## src/logic/cmp_pkg.sv

```systemverilog
/*
  Shared constants and types for the comparator control block.
  Assumes a 32-bit AXI4-Lite register bus and an analog comparator outside.
*/
`default_nettype none
package cmp_pkg;
  // Bus address width and responses
  localparam int ADDR_W = 12;
  localparam logic [1:0] RESP_OKAY = 2'h0;
  localparam logic [1:0] RESP_DECERR = 2'h3;

  // Register indices; byte address is four times the index
  localparam logic [7:0] CTRL_IDX = 8'h9b;
  localparam logic [7:0] MUX_IDX = 8'h9f;
  localparam logic [11:0] CTRL_ADDR = {2'h0, CTRL_IDX, 2'h0};
  localparam logic [11:0] MUX_ADDR = {2'h0, MUX_IDX, 2'h0};

  // Reset values
  localparam logic [7:0] CTRL_RESET = 8'h00;
  localparam logic [7:0] MUX_RESET = 8'h00;

  // Control register fields
  localparam int EN_BIT = 7;
  localparam int OUT_BIT = 6;
  localparam int RISE_BIT = 5;
  localparam int FALL_BIT = 4;
  localparam int HYP_LSB = 2;
  localparam int HYN_LSB = 0;

  // Input select register fields
  localparam int NSEL_LSB = 4;
  localparam int PSEL_LSB = 0;

  // Pin synchroniser depth
  localparam int SYNC_DEPTH = 3;

  // Hysteresis settings: off, 5 mV, 10 mV, 20 mV
  typedef enum logic [1:0] {HYST_OFF, HYST_5MV, HYST_10MV, HYST_20MV} hyst_t;

  typedef enum logic [1:0] {SEL_CTRL, SEL_MUX, SEL_NONE} reg_sel_t;

  // Settings handed to the analog comparator
  typedef struct packed {
    logic enable;
    hyst_t pos_hyst;
    hyst_t neg_hyst;
    logic [3:0] pos_sel;
    logic [3:0] neg_sel;
  } analog_cfg_t;
endpackage
`default_nettype wire

```

## src/logic/cmp_sync.sv

```systemverilog
/*
  Three-stage synchroniser for the comparator decision pin.
  Assumes the input is asynchronous to the clock.
*/
`timescale 1ns/1ps
`default_nettype none
module cmp_sync (
  // Clock and reset
  input wire logic clk,
  input wire logic rst,
  // Pin and filtered level
  input wire logic async_in,
  output logic level
);
  typedef struct packed {
    logic [cmp_pkg::SYNC_DEPTH-1:0] stage;
    logic level;
  } sync_t;

  sync_t st_r;
  sync_t st_nxt;

  always_comb begin
    st_nxt = st_r;
    st_nxt.stage = {st_r.stage[1:0], async_in};
    // Only the second and third stages vote; the first may be metastable
    if (st_r.stage[1] == st_r.stage[2]) begin
      st_nxt.level = st_r.stage[2];
    end
  end

  always_ff @(posedge clk) begin
    if (rst) begin
      st_r <= '0;
    end else begin
      st_r <= st_nxt;
    end
  end

  assign level = st_r.level;
endmodule
`default_nettype wire

```

## src/logic/edge_detect.sv

```systemverilog
/*
  Rising and falling edge detector on the synchronised comparator level.
  Assumes level is already in the clock domain.
*/
`timescale 1ns/1ps
`default_nettype none
module edge_detect (
  // Clock and reset
  input wire logic clk,
  input wire logic rst,
  // Level and gate
  input wire logic level,
  input wire logic enable,
  // One-cycle edge pulses
  output logic rise,
  output logic fall
);
  typedef struct packed {
    logic armed;
    logic prev;
    logic rise;
    logic fall;
  } edge_t;

  edge_t st_r;
  edge_t st_nxt;

  always_comb begin
    st_nxt = st_r;
    // Not armed in the first enabled cycle, so enabling is no edge
    st_nxt.armed = enable;
    st_nxt.prev = level;
    st_nxt.rise = enable && st_r.armed && level && !st_r.prev;
    st_nxt.fall = enable && st_r.armed && !level && st_r.prev;
  end

  always_ff @(posedge clk) begin
    if (rst) begin
      st_r <= '0;
    end else begin
      st_r <= st_nxt;
    end
  end

  assign rise = st_r.rise;
  assign fall = st_r.fall;
endmodule
`default_nettype wire

```

## src/logic/comparator_edge_control.sv

```systemverilog
/*
  Comparator control register, edge flags, outputs and wake request,
  with an AXI4-Lite register slave.
  Assumes the analog comparator delivers its decision on CMP_ANALOG_IN
  asynchronously and takes its settings from ANALOG_CFG.
*/
// Design decision made here: the AXI4-Lite slave port.
// Contract
// - Falling output edge sets the falling flag, control bit 4.
// - Rising output edge sets the rising flag, control bit 5.
// - Edge flags stay set until software writes them to zero.
// - Control bit 6 reads the present comparator output level.
// - Control bit 7 enables the comparator when one, disables when zero.
// - Disabled comparator drives its routed outputs low.
// - Enabled comparator with output low wakes the oscillator.
// - Bits 3..2 select positive hysteresis: off, 5, 10, 20 mV.
// - Bits 1..0 select negative hysteresis: off, 5, 10, 20 mV.
// - Latched clocked output plus raw output that needs no clock.
// - Interrupt requests offered on rising and falling transitions.
// - Input select register holds four-bit positive and negative selects.
`timescale 1ns/1ps
`default_nettype none
module comparator_edge_control (
  // Clock and reset
  input wire logic REF_CLK,
  input wire logic RST,
  // AXI4-Lite write address
  input wire logic [cmp_pkg::ADDR_W-1:0] AWADDR,
  input wire logic AWVALID,
  output logic AWREADY,
  // AXI4-Lite write data
  input wire logic [31:0] WDATA,
  input wire logic [3:0] WSTRB,
  input wire logic WVALID,
  output logic WREADY,
  // AXI4-Lite write response
  output logic [1:0] BRESP,
  output logic BVALID,
  input wire logic BREADY,
  // AXI4-Lite read address
  input wire logic [cmp_pkg::ADDR_W-1:0] ARADDR,
  input wire logic ARVALID,
  output logic ARREADY,
  // AXI4-Lite read data
  output logic [31:0] RDATA,
  output logic [1:0] RRESP,
  output logic RVALID,
  input wire logic RREADY,
  // Analog comparator
  input wire logic CMP_ANALOG_IN,
  output cmp_pkg::analog_cfg_t ANALOG_CFG,
  // Comparator outputs
  output logic LATCHED_CMP_OUT,
  output logic RAW_CMP_OUT,
  // System events
  output logic OSC_WAKE,
  output logic RISE_IRQ,
  output logic FALL_IRQ
);
  typedef struct packed {
    logic aw_have;
    logic [cmp_pkg::ADDR_W-1:0] aw_addr;
    logic w_have;
    logic [7:0] wdata;
    logic wstrb0;
    logic awready;
    logic wready;
    logic bvalid;
    logic [1:0] bresp;
    logic arready;
    logic rvalid;
    logic [7:0] rdata;
    logic [1:0] rresp;
    cmp_pkg::analog_cfg_t cfg;
    logic rise;
    logic fall;
    logic latched;
    logic wake;
    logic rise_irq;
    logic fall_irq;
  } state_t;

  localparam state_t STATE_RESET = '{
    aw_have: 1'b0,
    aw_addr: '0,
    w_have: 1'b0,
    wdata: 8'h00,
    wstrb0: 1'b0,
    awready: 1'b1,
    wready: 1'b1,
    bvalid: 1'b0,
    bresp: cmp_pkg::RESP_OKAY,
    arready: 1'b1,
    rvalid: 1'b0,
    rdata: 8'h00,
    rresp: cmp_pkg::RESP_OKAY,
    cfg: '{
      enable: cmp_pkg::CTRL_RESET[cmp_pkg::EN_BIT],
      pos_hyst: cmp_pkg::hyst_t'(cmp_pkg::CTRL_RESET[cmp_pkg::HYP_LSB +: 2]),
      neg_hyst: cmp_pkg::hyst_t'(cmp_pkg::CTRL_RESET[cmp_pkg::HYN_LSB +: 2]),
      pos_sel: cmp_pkg::MUX_RESET[cmp_pkg::PSEL_LSB +: 4],
      neg_sel: cmp_pkg::MUX_RESET[cmp_pkg::NSEL_LSB +: 4]
    },
    rise: cmp_pkg::CTRL_RESET[cmp_pkg::RISE_BIT],
    fall: cmp_pkg::CTRL_RESET[cmp_pkg::FALL_BIT],
    latched: 1'b0,
    wake: 1'b0,
    rise_irq: 1'b0,
    fall_irq: 1'b0
  };

  state_t st_r;
  state_t st_nxt;

  logic level;
  logic rise_pulse;
  logic fall_pulse;
  logic commit;
  logic ctrl_wr;
  logic mux_wr;
  cmp_pkg::reg_sel_t wr_sel;

  // Word-aligned decode; the low two address bits are ignored
  function automatic cmp_pkg::reg_sel_t addr_sel(input logic [cmp_pkg::ADDR_W-1:0] addr);
    logic [cmp_pkg::ADDR_W-1:0] word;
    word = {addr[cmp_pkg::ADDR_W-1:2], 2'h0};
    if (word == cmp_pkg::CTRL_ADDR) begin
      addr_sel = cmp_pkg::SEL_CTRL;
    end else if (word == cmp_pkg::MUX_ADDR) begin
      addr_sel = cmp_pkg::SEL_MUX;
    end else begin
      addr_sel = cmp_pkg::SEL_NONE;
    end
  endfunction

  function automatic logic [7:0] ctrl_byte(input state_t s);
    ctrl_byte = {s.cfg.enable, s.latched, s.rise, s.fall, s.cfg.pos_hyst, s.cfg.neg_hyst};
  endfunction

  cmp_sync u_sync (
    .clk(REF_CLK),
    .rst(RST),
    .async_in(CMP_ANALOG_IN),
    .level(level)
  );

  edge_detect u_edge (
    .clk(REF_CLK),
    .rst(RST),
    .level(level),
    .enable(st_r.cfg.enable),
    .rise(rise_pulse),
    .fall(fall_pulse)
  );

  // Write happens once address and data are both held
  assign commit = st_r.aw_have && st_r.w_have && !st_r.bvalid;
  assign wr_sel = addr_sel(st_r.aw_addr);
  assign ctrl_wr = commit && st_r.wstrb0 && (wr_sel == cmp_pkg::SEL_CTRL);
  assign mux_wr = commit && st_r.wstrb0 && (wr_sel == cmp_pkg::SEL_MUX);

  always_comb begin
    st_nxt = st_r;
    // Address and data accepted in either order
    if (AWVALID && st_r.awready) begin
      st_nxt.aw_have = 1'b1;
      st_nxt.aw_addr = AWADDR;
    end
    if (WVALID && st_r.wready) begin
      st_nxt.w_have = 1'b1;
      st_nxt.wdata = WDATA[7:0];
      st_nxt.wstrb0 = WSTRB[0];
    end
    if (st_r.bvalid && BREADY) begin
      st_nxt.bvalid = 1'b0;
    end
    if (commit) begin
      st_nxt.aw_have = 1'b0;
      st_nxt.w_have = 1'b0;
      st_nxt.bvalid = 1'b1;
      st_nxt.bresp = (wr_sel == cmp_pkg::SEL_NONE) ? cmp_pkg::RESP_DECERR : cmp_pkg::RESP_OKAY;
    end
    // No new write is taken until the response has gone
    st_nxt.awready = !st_nxt.aw_have && !st_nxt.bvalid;
    st_nxt.wready = !st_nxt.w_have && !st_nxt.bvalid;

    // Read path
    if (st_r.rvalid && RREADY) begin
      st_nxt.rvalid = 1'b0;
    end
    if (ARVALID && st_r.arready) begin
      st_nxt.rvalid = 1'b1;
      case (addr_sel(ARADDR))
        cmp_pkg::SEL_CTRL: begin
          st_nxt.rdata = ctrl_byte(st_r);
          st_nxt.rresp = cmp_pkg::RESP_OKAY;
        end
        cmp_pkg::SEL_MUX: begin
          st_nxt.rdata = {st_r.cfg.neg_sel, st_r.cfg.pos_sel};
          st_nxt.rresp = cmp_pkg::RESP_OKAY;
        end
        default: begin
          st_nxt.rdata = 8'h00;
          st_nxt.rresp = cmp_pkg::RESP_DECERR;
        end
      endcase
    end
    st_nxt.arready = !st_nxt.rvalid;

    // Control register; output state bit is read-only
    if (ctrl_wr) begin
      st_nxt.cfg.enable = st_r.wdata[cmp_pkg::EN_BIT];
      st_nxt.rise = st_r.wdata[cmp_pkg::RISE_BIT];
      st_nxt.fall = st_r.wdata[cmp_pkg::FALL_BIT];
      st_nxt.cfg.pos_hyst = cmp_pkg::hyst_t'(st_r.wdata[cmp_pkg::HYP_LSB +: 2]);
      st_nxt.cfg.neg_hyst = cmp_pkg::hyst_t'(st_r.wdata[cmp_pkg::HYN_LSB +: 2]);
    end
    if (mux_wr) begin
      st_nxt.cfg.pos_sel = st_r.wdata[cmp_pkg::PSEL_LSB +: 4];
      st_nxt.cfg.neg_sel = st_r.wdata[cmp_pkg::NSEL_LSB +: 4];
    end
    // Hardware set overrides a same-cycle software clear
    if (rise_pulse) begin
      st_nxt.rise = 1'b1;
    end
    if (fall_pulse) begin
      st_nxt.fall = 1'b1;
    end

    // Outputs forced low while disabled
    st_nxt.latched = st_nxt.cfg.enable && level;
    st_nxt.wake = st_nxt.cfg.enable && !level;
    st_nxt.rise_irq = rise_pulse;
    st_nxt.fall_irq = fall_pulse;
  end

  always_ff @(posedge REF_CLK) begin
    if (RST) begin
      st_r <= STATE_RESET;
    end else begin
      st_r <= st_nxt;
    end
  end

  assign AWREADY = st_r.awready;
  assign WREADY = st_r.wready;
  assign BVALID = st_r.bvalid;
  assign BRESP = st_r.bresp;
  assign ARREADY = st_r.arready;
  assign RVALID = st_r.rvalid;
  assign RRESP = st_r.rresp;
  assign RDATA = {24'h000000, st_r.rdata};
  assign ANALOG_CFG = st_r.cfg;
  assign LATCHED_CMP_OUT = st_r.latched;
  assign OSC_WAKE = st_r.wake;
  assign RISE_IRQ = st_r.rise_irq;
  assign FALL_IRQ = st_r.fall_irq;
  // Raw path must work with the clock stopped, so only gated by the enable
  assign RAW_CMP_OUT = CMP_ANALOG_IN && st_r.cfg.enable;
endmodule
`default_nettype wire

```

## config.mk

```make
export PLATFORM = sky130hd
export DESIGN_NAME = comparator_edge_control
export DESIGN_NICKNAME = d
export VERILOG_FILES = /design/src/logic/cmp_pkg.sv /design/src/logic/cmp_sync.sv /design/src/logic/edge_detect.sv /design/src/logic/comparator_edge_control.sv
export SDC_FILE = /design/constraint.sdc
export NUM_CORES = 1
export LEC_CHECK = 0
export ABC_AREA = 1
export BUFFER_PORTS_ARGS = -buffer_cell sky130_fd_sc_hd__clkbuf_2
export CAP_MARGIN = 40
export CORE_ASPECT_RATIO = 1.4
export CORE_MARGIN = 5
export CORE_UTILIZATION = 51
export DETAILED_ROUTE_END_ITERATION = 8
export HOLD_SLACK_MARGIN = 0.12
export PLACE_DENSITY_LB_ADDON = 0.15
export SYNTH_ARGS = -nofsm -noshare
export SYNTH_HDL_FRONTEND = slang
export SYNTH_SLANG_ARGS = --single-unit
```

## constraint.sdc

```tcl
create_clock -name REF_CLK -period 3.41 [get_ports REF_CLK]
set_input_delay 0 -clock REF_CLK [delete_from_list [all_inputs] [get_ports REF_CLK]]
set_output_delay 0 -clock REF_CLK [all_outputs]
set_load 0.01 [all_outputs]
```

* Word level (Yosys, flattened, before mapping)
Index checks and enable logic that the tools add are counted.
** Word-level totals
- Bits in registers :: 67
- Output and inout bits :: 59
** Cells by class
- Equal/unequal tests :: 8
- Muxes and demuxes :: 19
- Reductions and logical operators :: 31
** Operator list (number)
- $eq A10 B8 Y1 const B :: 4
- $logic_and A1 B1 Y1 :: 20
- $pmux W10 S2 :: 1
- $mux W2 :: 7
- $mux W13 :: 1
- $mux W11 :: 1
- $mux W10 :: 1
- $logic_not A1 Y1 :: 7
- $mux W1 :: 6
- $mux W5 :: 1
- $eq A2 B1 Y1 const B :: 2
- $logic_not A2 Y1 :: 2
- $reduce_bool A2 Y1 :: 2
- $mux W3 :: 1
- $eq A2 B2 Y1 const B :: 1
- $eq A1 B1 Y1 :: 1

* Depth between registers and ports, before layout
Gate-level depths: netlist of run 1.
- Depth after elaboration :: 8
- Mapped depth :: 10
- Depth with buffers taken out :: 9

* Modules after synthesis
Synthesis of run 1 repeated with hierarchy kept, for this count alone.
** Unflattened totals
- Cells, all modules :: 392
- Area, all modules :: 2864.0 µm²
** Modules (own cells, without submodules)
- comparator_edge_control :: instances 1, cells an instance 364, area each 2618.8 µm²
- edge_detect :: instances 1, cells an instance 15, area each 123.9 µm²
- cmp_sync :: instances 1, cells an instance 13, area each 121.4 µm²

* Worst setup path after synthesis of run 1
Ideal clock, no wire load.
- Path type :: register to register
- Start :: register st_r, in the netlist BVALID
- End :: register st_r[4] (netlist bit)
- Library setup time :: 109 ps
- Arrival time :: 1073 ps
- Data required time :: 3301 ps
- Setup slack :: 2229 ps
- Cell stages (with the launch flop) :: 10
- Path buffers :: 1
- Period minus slack after synthesis :: 1181 ps
- Cell sequence :: dfxtp_1 -> inv_2 -> nand3_4 -> nor2_8 -> nand3_1 -> buf_4 -> nand2_1 -> nand3_1 -> nand2_1 -> inv_1
** On the way
- Cells in the longest elaborated chain, start to end :: 5
** RTL lines
- from (decl) :: line comparator_edge_control.sv:112 : state_t st_r;
- from (signal assigned) :: line comparator_edge_control.sv:241 : st_r <= st_nxt;
- $logic_not A1 Y1 :: line comparator_edge_control.sv:157 : assign commit = st_r.aw_have && st_r.w_have && !st_r.bvalid;
- $logic_and A1 B1 Y1 :: line comparator_edge_control.sv:157
- $logic_and A1 B1 Y1 (2 in series) :: line comparator_edge_control.sv:159 : assign ctrl_wr = commit && st_r.wstrb0 && (wr_sel == cmp_pkg::SEL_CTRL);
- $reduce_bool A2 Y1 (no line)
No other way between the ends.
A chain may end at the register's enable or synchronous reset.

* Worst setup path in the final report of run 1
- Start :: input port ARADDR[11] (netlist bit)
- End :: register st_r, in the netlist RDATA[2]
** On the way
- Cells in the longest elaborated chain, start to end :: 6
- Elaborated cells between the ends (all ways) :: 8
- Classes of those cells :: eq/ne: 3; mux: 4; reduce/logical: 1
** RTL lines
- from (decl) :: line comparator_edge_control.sv:41 : input wire logic [cmp_pkg::ADDR_W-1:0] ARADDR,
- $eq A10 B8 Y1 :: line comparator_edge_control.sv:129 : end else if (word == cmp_pkg::MUX_ADDR) begin
- $mux W2 :: line comparator_edge_control.sv:129
- $mux W2 (*) :: line comparator_edge_control.sv:127 : if (word == cmp_pkg::CTRL_ADDR) begin
- $mux W2 (*) :: line comparator_edge_control.sv:191 : if (ARVALID && st_r.arready) begin
- $eq A2 B1 Y1 or $logic_not A2 Y1 (tied branches) :: line comparator_edge_control.sv:193 : case (addr_sel(ARADDR))
- $pmux W10 S2 (*) :: line comparator_edge_control.sv:193
Mark *: on every way between the ends. The rest lies on a longest branch, timed or not. The select of a mux whose other input is x is not followed.

==> flow_summary.toml, run 1 <==
[cells_and_area]
drive_above_1_share = 0.1962
num_antenna_cells = 0
area_growth_pct = 18.30
layout.nets = 533

[run_status]
outcome = "complete, no violations"

[clock_network]
postCtsSetupRepairBufs = 0
insertion_delay_ps = 330
numClockSinks = 63
clockRootBuffer = "clkbuf_8"
cts.path.max_buffers = 2
postCtsResizedCells = 0
cts_tree = "built"
htreeDepth = 3
cts_buffers = 9
clk_pin_slew_ps = 60
ctsHoldBuffers = 26

[timing]
min_period_over_period = 0.4471
setup_violations = 0
fin_skew_ps = 7.050
worst_pin_slew_ps = 542.8
slew_headroom = 0.6368
clock.fmax_ghz = 0.6558
maxSlewViolCount = 0
hold_viol = 0
fin_setup_tns_ps = 0
min_period_ps = 1525
rsz0062_at_grt = "no"
timing.hold.ws_ps = 152.3

[logic_synthesis]
synth_fa_ha_area_frac = 0
yosysWarnings = 0
netlist_instances = 392
synth_top_family_by_area = "simple AND/OR/NAND/NOR gates"
synth-simple-area-share = 0.2919
synth.avg_cell_area_sq_um = 7.325
synth-compound-area-share = 0.05490
ys_seq_area_frac = 0.4392
synth_xor_area_frac = 0
synth_seq_cells = 63
synth.distinct_cells = 23
muxShareOfSynthArea = 0
syn_area_sq_um = 2872

[worst_hold_path]
worstHoldStart = "AWVALID"
hold_end = "st_r[50]"
hold_depth = 3
hold_class = "in -> reg"

[floorplan]
rows = 32
ioPinCount = 127
die_w_um = 73.42
die_h_um = 98.78
core_area_sq_um = 5485
floorplan.initialDensity = 0.5235
die-area_sq_um = 7252

[detailed_routing]
wl_per_cell_um = 10.88
ant_nets = 0
drtIter0Drc = 46
num_vias = 2369
first_pass_iters = 5
vias_per_cell = 4.412
drt-total-wl_um = 5843
route.detailed.drc = 0

[worst_setup_path]
reg2reg_slack_ps = 1890
cp.required_ps = 3690
cp_data_arrival_time_ps = 1800
regToRegEndpoint = "LATCHED_CMP_OUT"
critPathMaxFanout = 8
endpoint_kind = "flop"
path_class = "in -> reg"
rr_startpoint = "st_r[49]"
startpoint_type = "input port"
reg2regPathDepth = 8

[run]
drv_cap = 0

[pwr]
clock_power_share = 0.352
internal_power_mw = 1.133
p_comb_frac = 0.122
p_sw_frac = 0.2545
p_switching_mw = 0.3869
vdd_drop_max_v = 0.0002807
seq_power_share = 0.526
power.density_nw_per_um2 = 447.5
power_leakage_nw = 1.803

[global_routing]
grt_pass1_vias = 2281
grt_pass1_wl_um = 9791
grt_max_degree = 22
antenna_found_initial = 0
grt-ovfl-total = 0
grt_use_total = 0.1711

[placement]
routabilityCongestion = 0.7264
hpwl_um = 4199
io_buffer_count = 71
[logic make-up after synthesis]
family                 count (synthesis)
AOI/OAI and AO/OA                     31
buffers and inverters                108
DFF                                   63
other                                  1
and+or+nand+nor                      189
[flip-flops by register name, indices dropped and copies added (netlist names), 2 cells and up]
signal / flops
RDATA: 8
ANALOG_CFG: 13
u_sync.st_nxt: 2
u_edge.st_r: 2
st_r: 23
[worst max-delay path by stage]
| stage | to | slack, ps | depth (start not counted) | from |
|---|---|---|---|---|
| 5_1_grt | LATCHED_CMP_OUT | 1670 | 8 | st_r[52] |
| 6_report | RDATA[2] | 1890 | 8 | ARADDR[11] |
| 3_3_place_gp | LATCHED_CMP_OUT | 1880 | 8 | st_r[49] |
| 2_1_floorplan | st_r[4] | 2230 | 9 | BVALID |
| 4_1_cts | LATCHED_CMP_OUT | 1850 | 8 | st_r[49] |
| 3_5_place_dp | RRESP[0] | 1840 | 5 | RST |
[layout make-up]
type	instances	area (sq um)
well taps	68	85.08
fillers	538	2088
multi-input cells	244	1086
clock inverters	1	5.005
clock buffers	14	152.6
repair buffers	98	623.1
inverters	49	183.9
flip-flops and latches	63	1261
[metrics by stage]
stage	total power, mW	instances	utilization	worst slack [ps]	area (sq um)
detailed placement	0.9785	496	0.5431	1843	2979
global route	1.602	537	0.6193	1670	3397
finish	1.520	537	0.6193	1885	3397
global placement	0.9747	496	0.5431	1876	2979
floorplan	0.9556	415	-	2229	2958
CTS	1.538	537	0.6193	1850	3397
[Yosys cell counts]
cell type,n,area [sq um]
o211ai_1,1,7.510
nor4_1,1,6.260
nor2_2,2,12.51
clkbuf_1,7,26.28
inv_2,1,3.750
nand3_1,29,145.1
nand4_1,8,50.05
nor2_8,1,20.02
nor2_1,94,352.8
nand4_4,1,21.27
inv_1,45,168.9
nand2_1,49,183.9
conb_1,1,3.750
buf_6,1,11.26
clkinv_1,3,11.26
or2_2,1,6.260
dfxtp_1,63,1261
buf_4,50,375.4
a21oi_1,8,40.04
nor2_4,2,22.52
clkbuf_8,1,13.76
nand3_4,1,17.52
o21ai_0,22,110.1
[cells in the final DEF, fill, tap and decap left out, drive strengths merged]
cell type	count
dlygate4sd3	26
nand3	30
o21ai	22
nor2	99
nand4	9
a21oi	8
nand2	49
nor4	1
clkinv	4
inv	46
clkbuf	85
o211ai	1
conb	24
or2	1
dfxtp	63
buf	1
[layer usage]
layer,vias up,track usage,part of all wire
met5,-,0,0
met2,78,0.3136,0.52
met1,1005,0.1800,0.39
met3,10,0.03980,0.071
met4,0,0.07531,0.020
li1,1276,-,-
[critical path, stage by stage]
cell and delay [ps]:
dlygate4sd3_1 540, clkbuf_2 130, nor2_4 190, dlygate4sd3_1 630, nand4_1 100, nand3_1 100
nand2_1 60, inv_1 50
[power groups by stage]
stage          registers, mW  logic (mW)  clock network [mW]
2_1_floorplan          0.814       0.141                   0
3_3_place_gp           0.815       0.160                   0
3_5_place_dp           0.817       0.162                   0
4_1_cts                0.800       0.186               0.552
5_1_grt                0.805       0.212               0.584
6_report               0.800       0.185               0.535
Power figures use the tool's default switching activity.
==> run 2, diff against run 1 <==
--- a/config.mk
+++ b/config.mk
@@ -10,7 +10,7 @@
 export CAP_MARGIN = 40
 export CORE_ASPECT_RATIO = 1.4
 export CORE_MARGIN = 5
-export CORE_UTILIZATION = 51
+export CORE_UTILIZATION = 47
 export DETAILED_ROUTE_END_ITERATION = 8
 export HOLD_SLACK_MARGIN = 0.12
 export PLACE_DENSITY_LB_ADDON = 0.15
==> constraint.sdc (replaced) <==
create_clock -name REF_CLK -period 1.5 [get_ports REF_CLK]
set_input_delay 0 -clock REF_CLK [delete_from_list [all_inputs] [get_ports REF_CLK]]
set_output_delay 0 -clock REF_CLK [all_outputs]
set_load 0.01 [all_outputs]
==> run 2 against run 1 <==
Against the previous run: final area is 3.8% higher; clock power rose to 2.9 times the previous value; hold slack lost 29 ps; sequential power increased by 130%; global-route usage down 0.94 points; sequential share of layout area is 1.4 points lower; combinational power grew 140%; count of clock-buffer cells in the layout is 1 lower; critical endpoint is now st_r[50]; largest cell class unchanged.
==> flow_summary.toml, run 2 (synthesis results as in run 1) <==
[global_routing]
grt_pass1_wl_um = 10120
grt_pass1_vias = 2332
top_usage_layer = "met2"
met2_usage = 0.2830
met3_usage = 0.05203
grt_max_degree = 38
antenna_found_initial = 0
grt-ovfl-total = 0
grt_use_total = 0.1617
grt_use_met1 = 0.1718

[cells_and_area]
regMostFlops = "st_r"
num_antenna_cells = 0
layout_commonest_cell = "nor2_1"
final_util = 0.5974
final_area_sq_um = 3527
fin_cells = 548
area_growth_pct = 22.83
drive_above_1_share = 0.2176
layout.nets = 541
largest_reg_flops = 23
final_cell_mix = "nor2_1 (94), clkbuf_2 (71), dfxtp_1 (63)"

[placement]
dp.cells = 504
routabilityCongestion = 0.8155
io_buffer_count = 71
place_area_sq_um = 3027
hpwl_um = 4242
detailedPlace.worstSlack_ps = 136.2

[detailed_routing]
drtIter0Drc = 98
first_pass_iters = 4
num_vias = 2417
drt-total-wl_um = 6011
vias_per_cell = 4.411
route.detailed.drc = 0
ant_nets = 0
wl_per_cell_um = 10.97

[run]
drv_cap = 0

[clock_network]
cts_buffers = 9
cts_tree = "built"
postCtsSetupRepairBufs = 0
clk_pin_slew_ps = 70
clockRootBuffer = "clkbuf_8"
htreeDepth = 3
insertion_delay_ps = 340
cts.path.max_buffers = 2
numClockSinks = 63

[pwr]
power.total_mw = 3.805
internal_power_mw = 2.862
p_switching_mw = 0.9430
seq_power_share = 0.478
vdd_drop_max_v = 0.0006926
p_comb_frac = 0.118
power.density_nw_per_um2 = 1079
power_leakage_nw = 1.875
p_sw_frac = 0.2478
clock_power_share = 0.403

[timing]
hold_viol = 0
min_period_over_period = 0.9350
fin_skew_ps = 7.208
slew_headroom = 0.6368
fin_setup_tns_ps = 0
min_period_ps = 1402
timing.hold.ws_ps = 123.1
worst_pin_slew_ps = 542.9
rsz0062_at_grt = "no"
maxSlewViolCount = 0
clock.fmax_ghz = 0.7130
setup_ws_ps = 97.56
setup_violations = 0

[run_status]
outcome = "complete, no violations"

[floorplan]
die_w_um = 76.06
die-area_sq_um = 7795
rows = 33
die_h_um = 102.5
ioPinCount = 127
floorplan.initialDensity = 0.4863
core_area_sq_um = 5904

[worst_setup_path]
startpoint_type = "flop"
cp_data_arrival_time_ps = 1630
cp.required_ps = 1730
critPathMaxFanout = 11
reg2regPathDepth = 5
path_class = "reg -> reg"
endpoint_kind = "flop"
reg2reg_slack_ps = 100

[worst_hold_path]
hold_depth = 5
hold_class = "in -> reg"
## run 2: cell types whose count changed in the layout (fill, tap and decap cells not counted), moves of 2 or more
cell and change:
clkbuf_8 +2, o21ai_1 +2, dlygate4sd3_1 +2, clkbuf_1 -3
o21ai_0 -2, buf_4 +5
## run 2: path summary, 6_finish.rpt
path,startpoint,endpoint
setup / recovery,AWREADY,st_r[50]
hold / removal,WVALID,st_r[38]
setup reg to reg,AWREADY,st_r[50]
hold reg to reg,u_sync.st_nxt[2],u_sync.st_nxt[3]
## run 2: cell type report
type                       instances  area, sq um
fill                             562         2377
sequential                        63         1261
multi-input combinational        244         1094
timing repair buffer             106        691.9
inverter                          49        183.9
clock buffer                      13        168.9
tap                               70        87.58
clock inverter                     3        40.04
## run 2: power by group through the flow
stage | Combinational (mW) | Clock [mW] | Sequential [mW]
after floorplan | 0.321 | 0 | 1.85
after global placement | 0.379 | 0 | 1.85
after detailed placement | 0.382 | 0 | 1.86
after CTS | 0.445 | 1.57 | 1.82
after global routing | 0.514 | 1.64 | 1.83
final | 0.450 | 1.54 | 1.82
## run 2: repair_timing
| item | 4_1_cts | 5_1_grt |
|---|---|---|
| endpoints found under the setup margin | 0 | 6 |
| endpoints found under the hold margin | 31 | 0 |
| hold buffers | 28 | 0 |
| gates resized for setup | 0 | 5 |
## run 2: worst max-delay path, stage by stage, from the launching register on
cell and delay (ps):
dfxtp_1 330, nand2_1 70, buf_4 160, o21ai_1 140, a21oi_1 50, dlygate4sd3_1 540
## run 2: metal layers
metal / wire length, um / share of wire / up-vias
met5: 0 / 0 / -
met4: 113 / 0.019 / 0
met3: 438 / 0.073 / 11
met2: 3003 / 0.50 / 68
met1: 2456 / 0.41 / 1036
li1: - / - / 1302
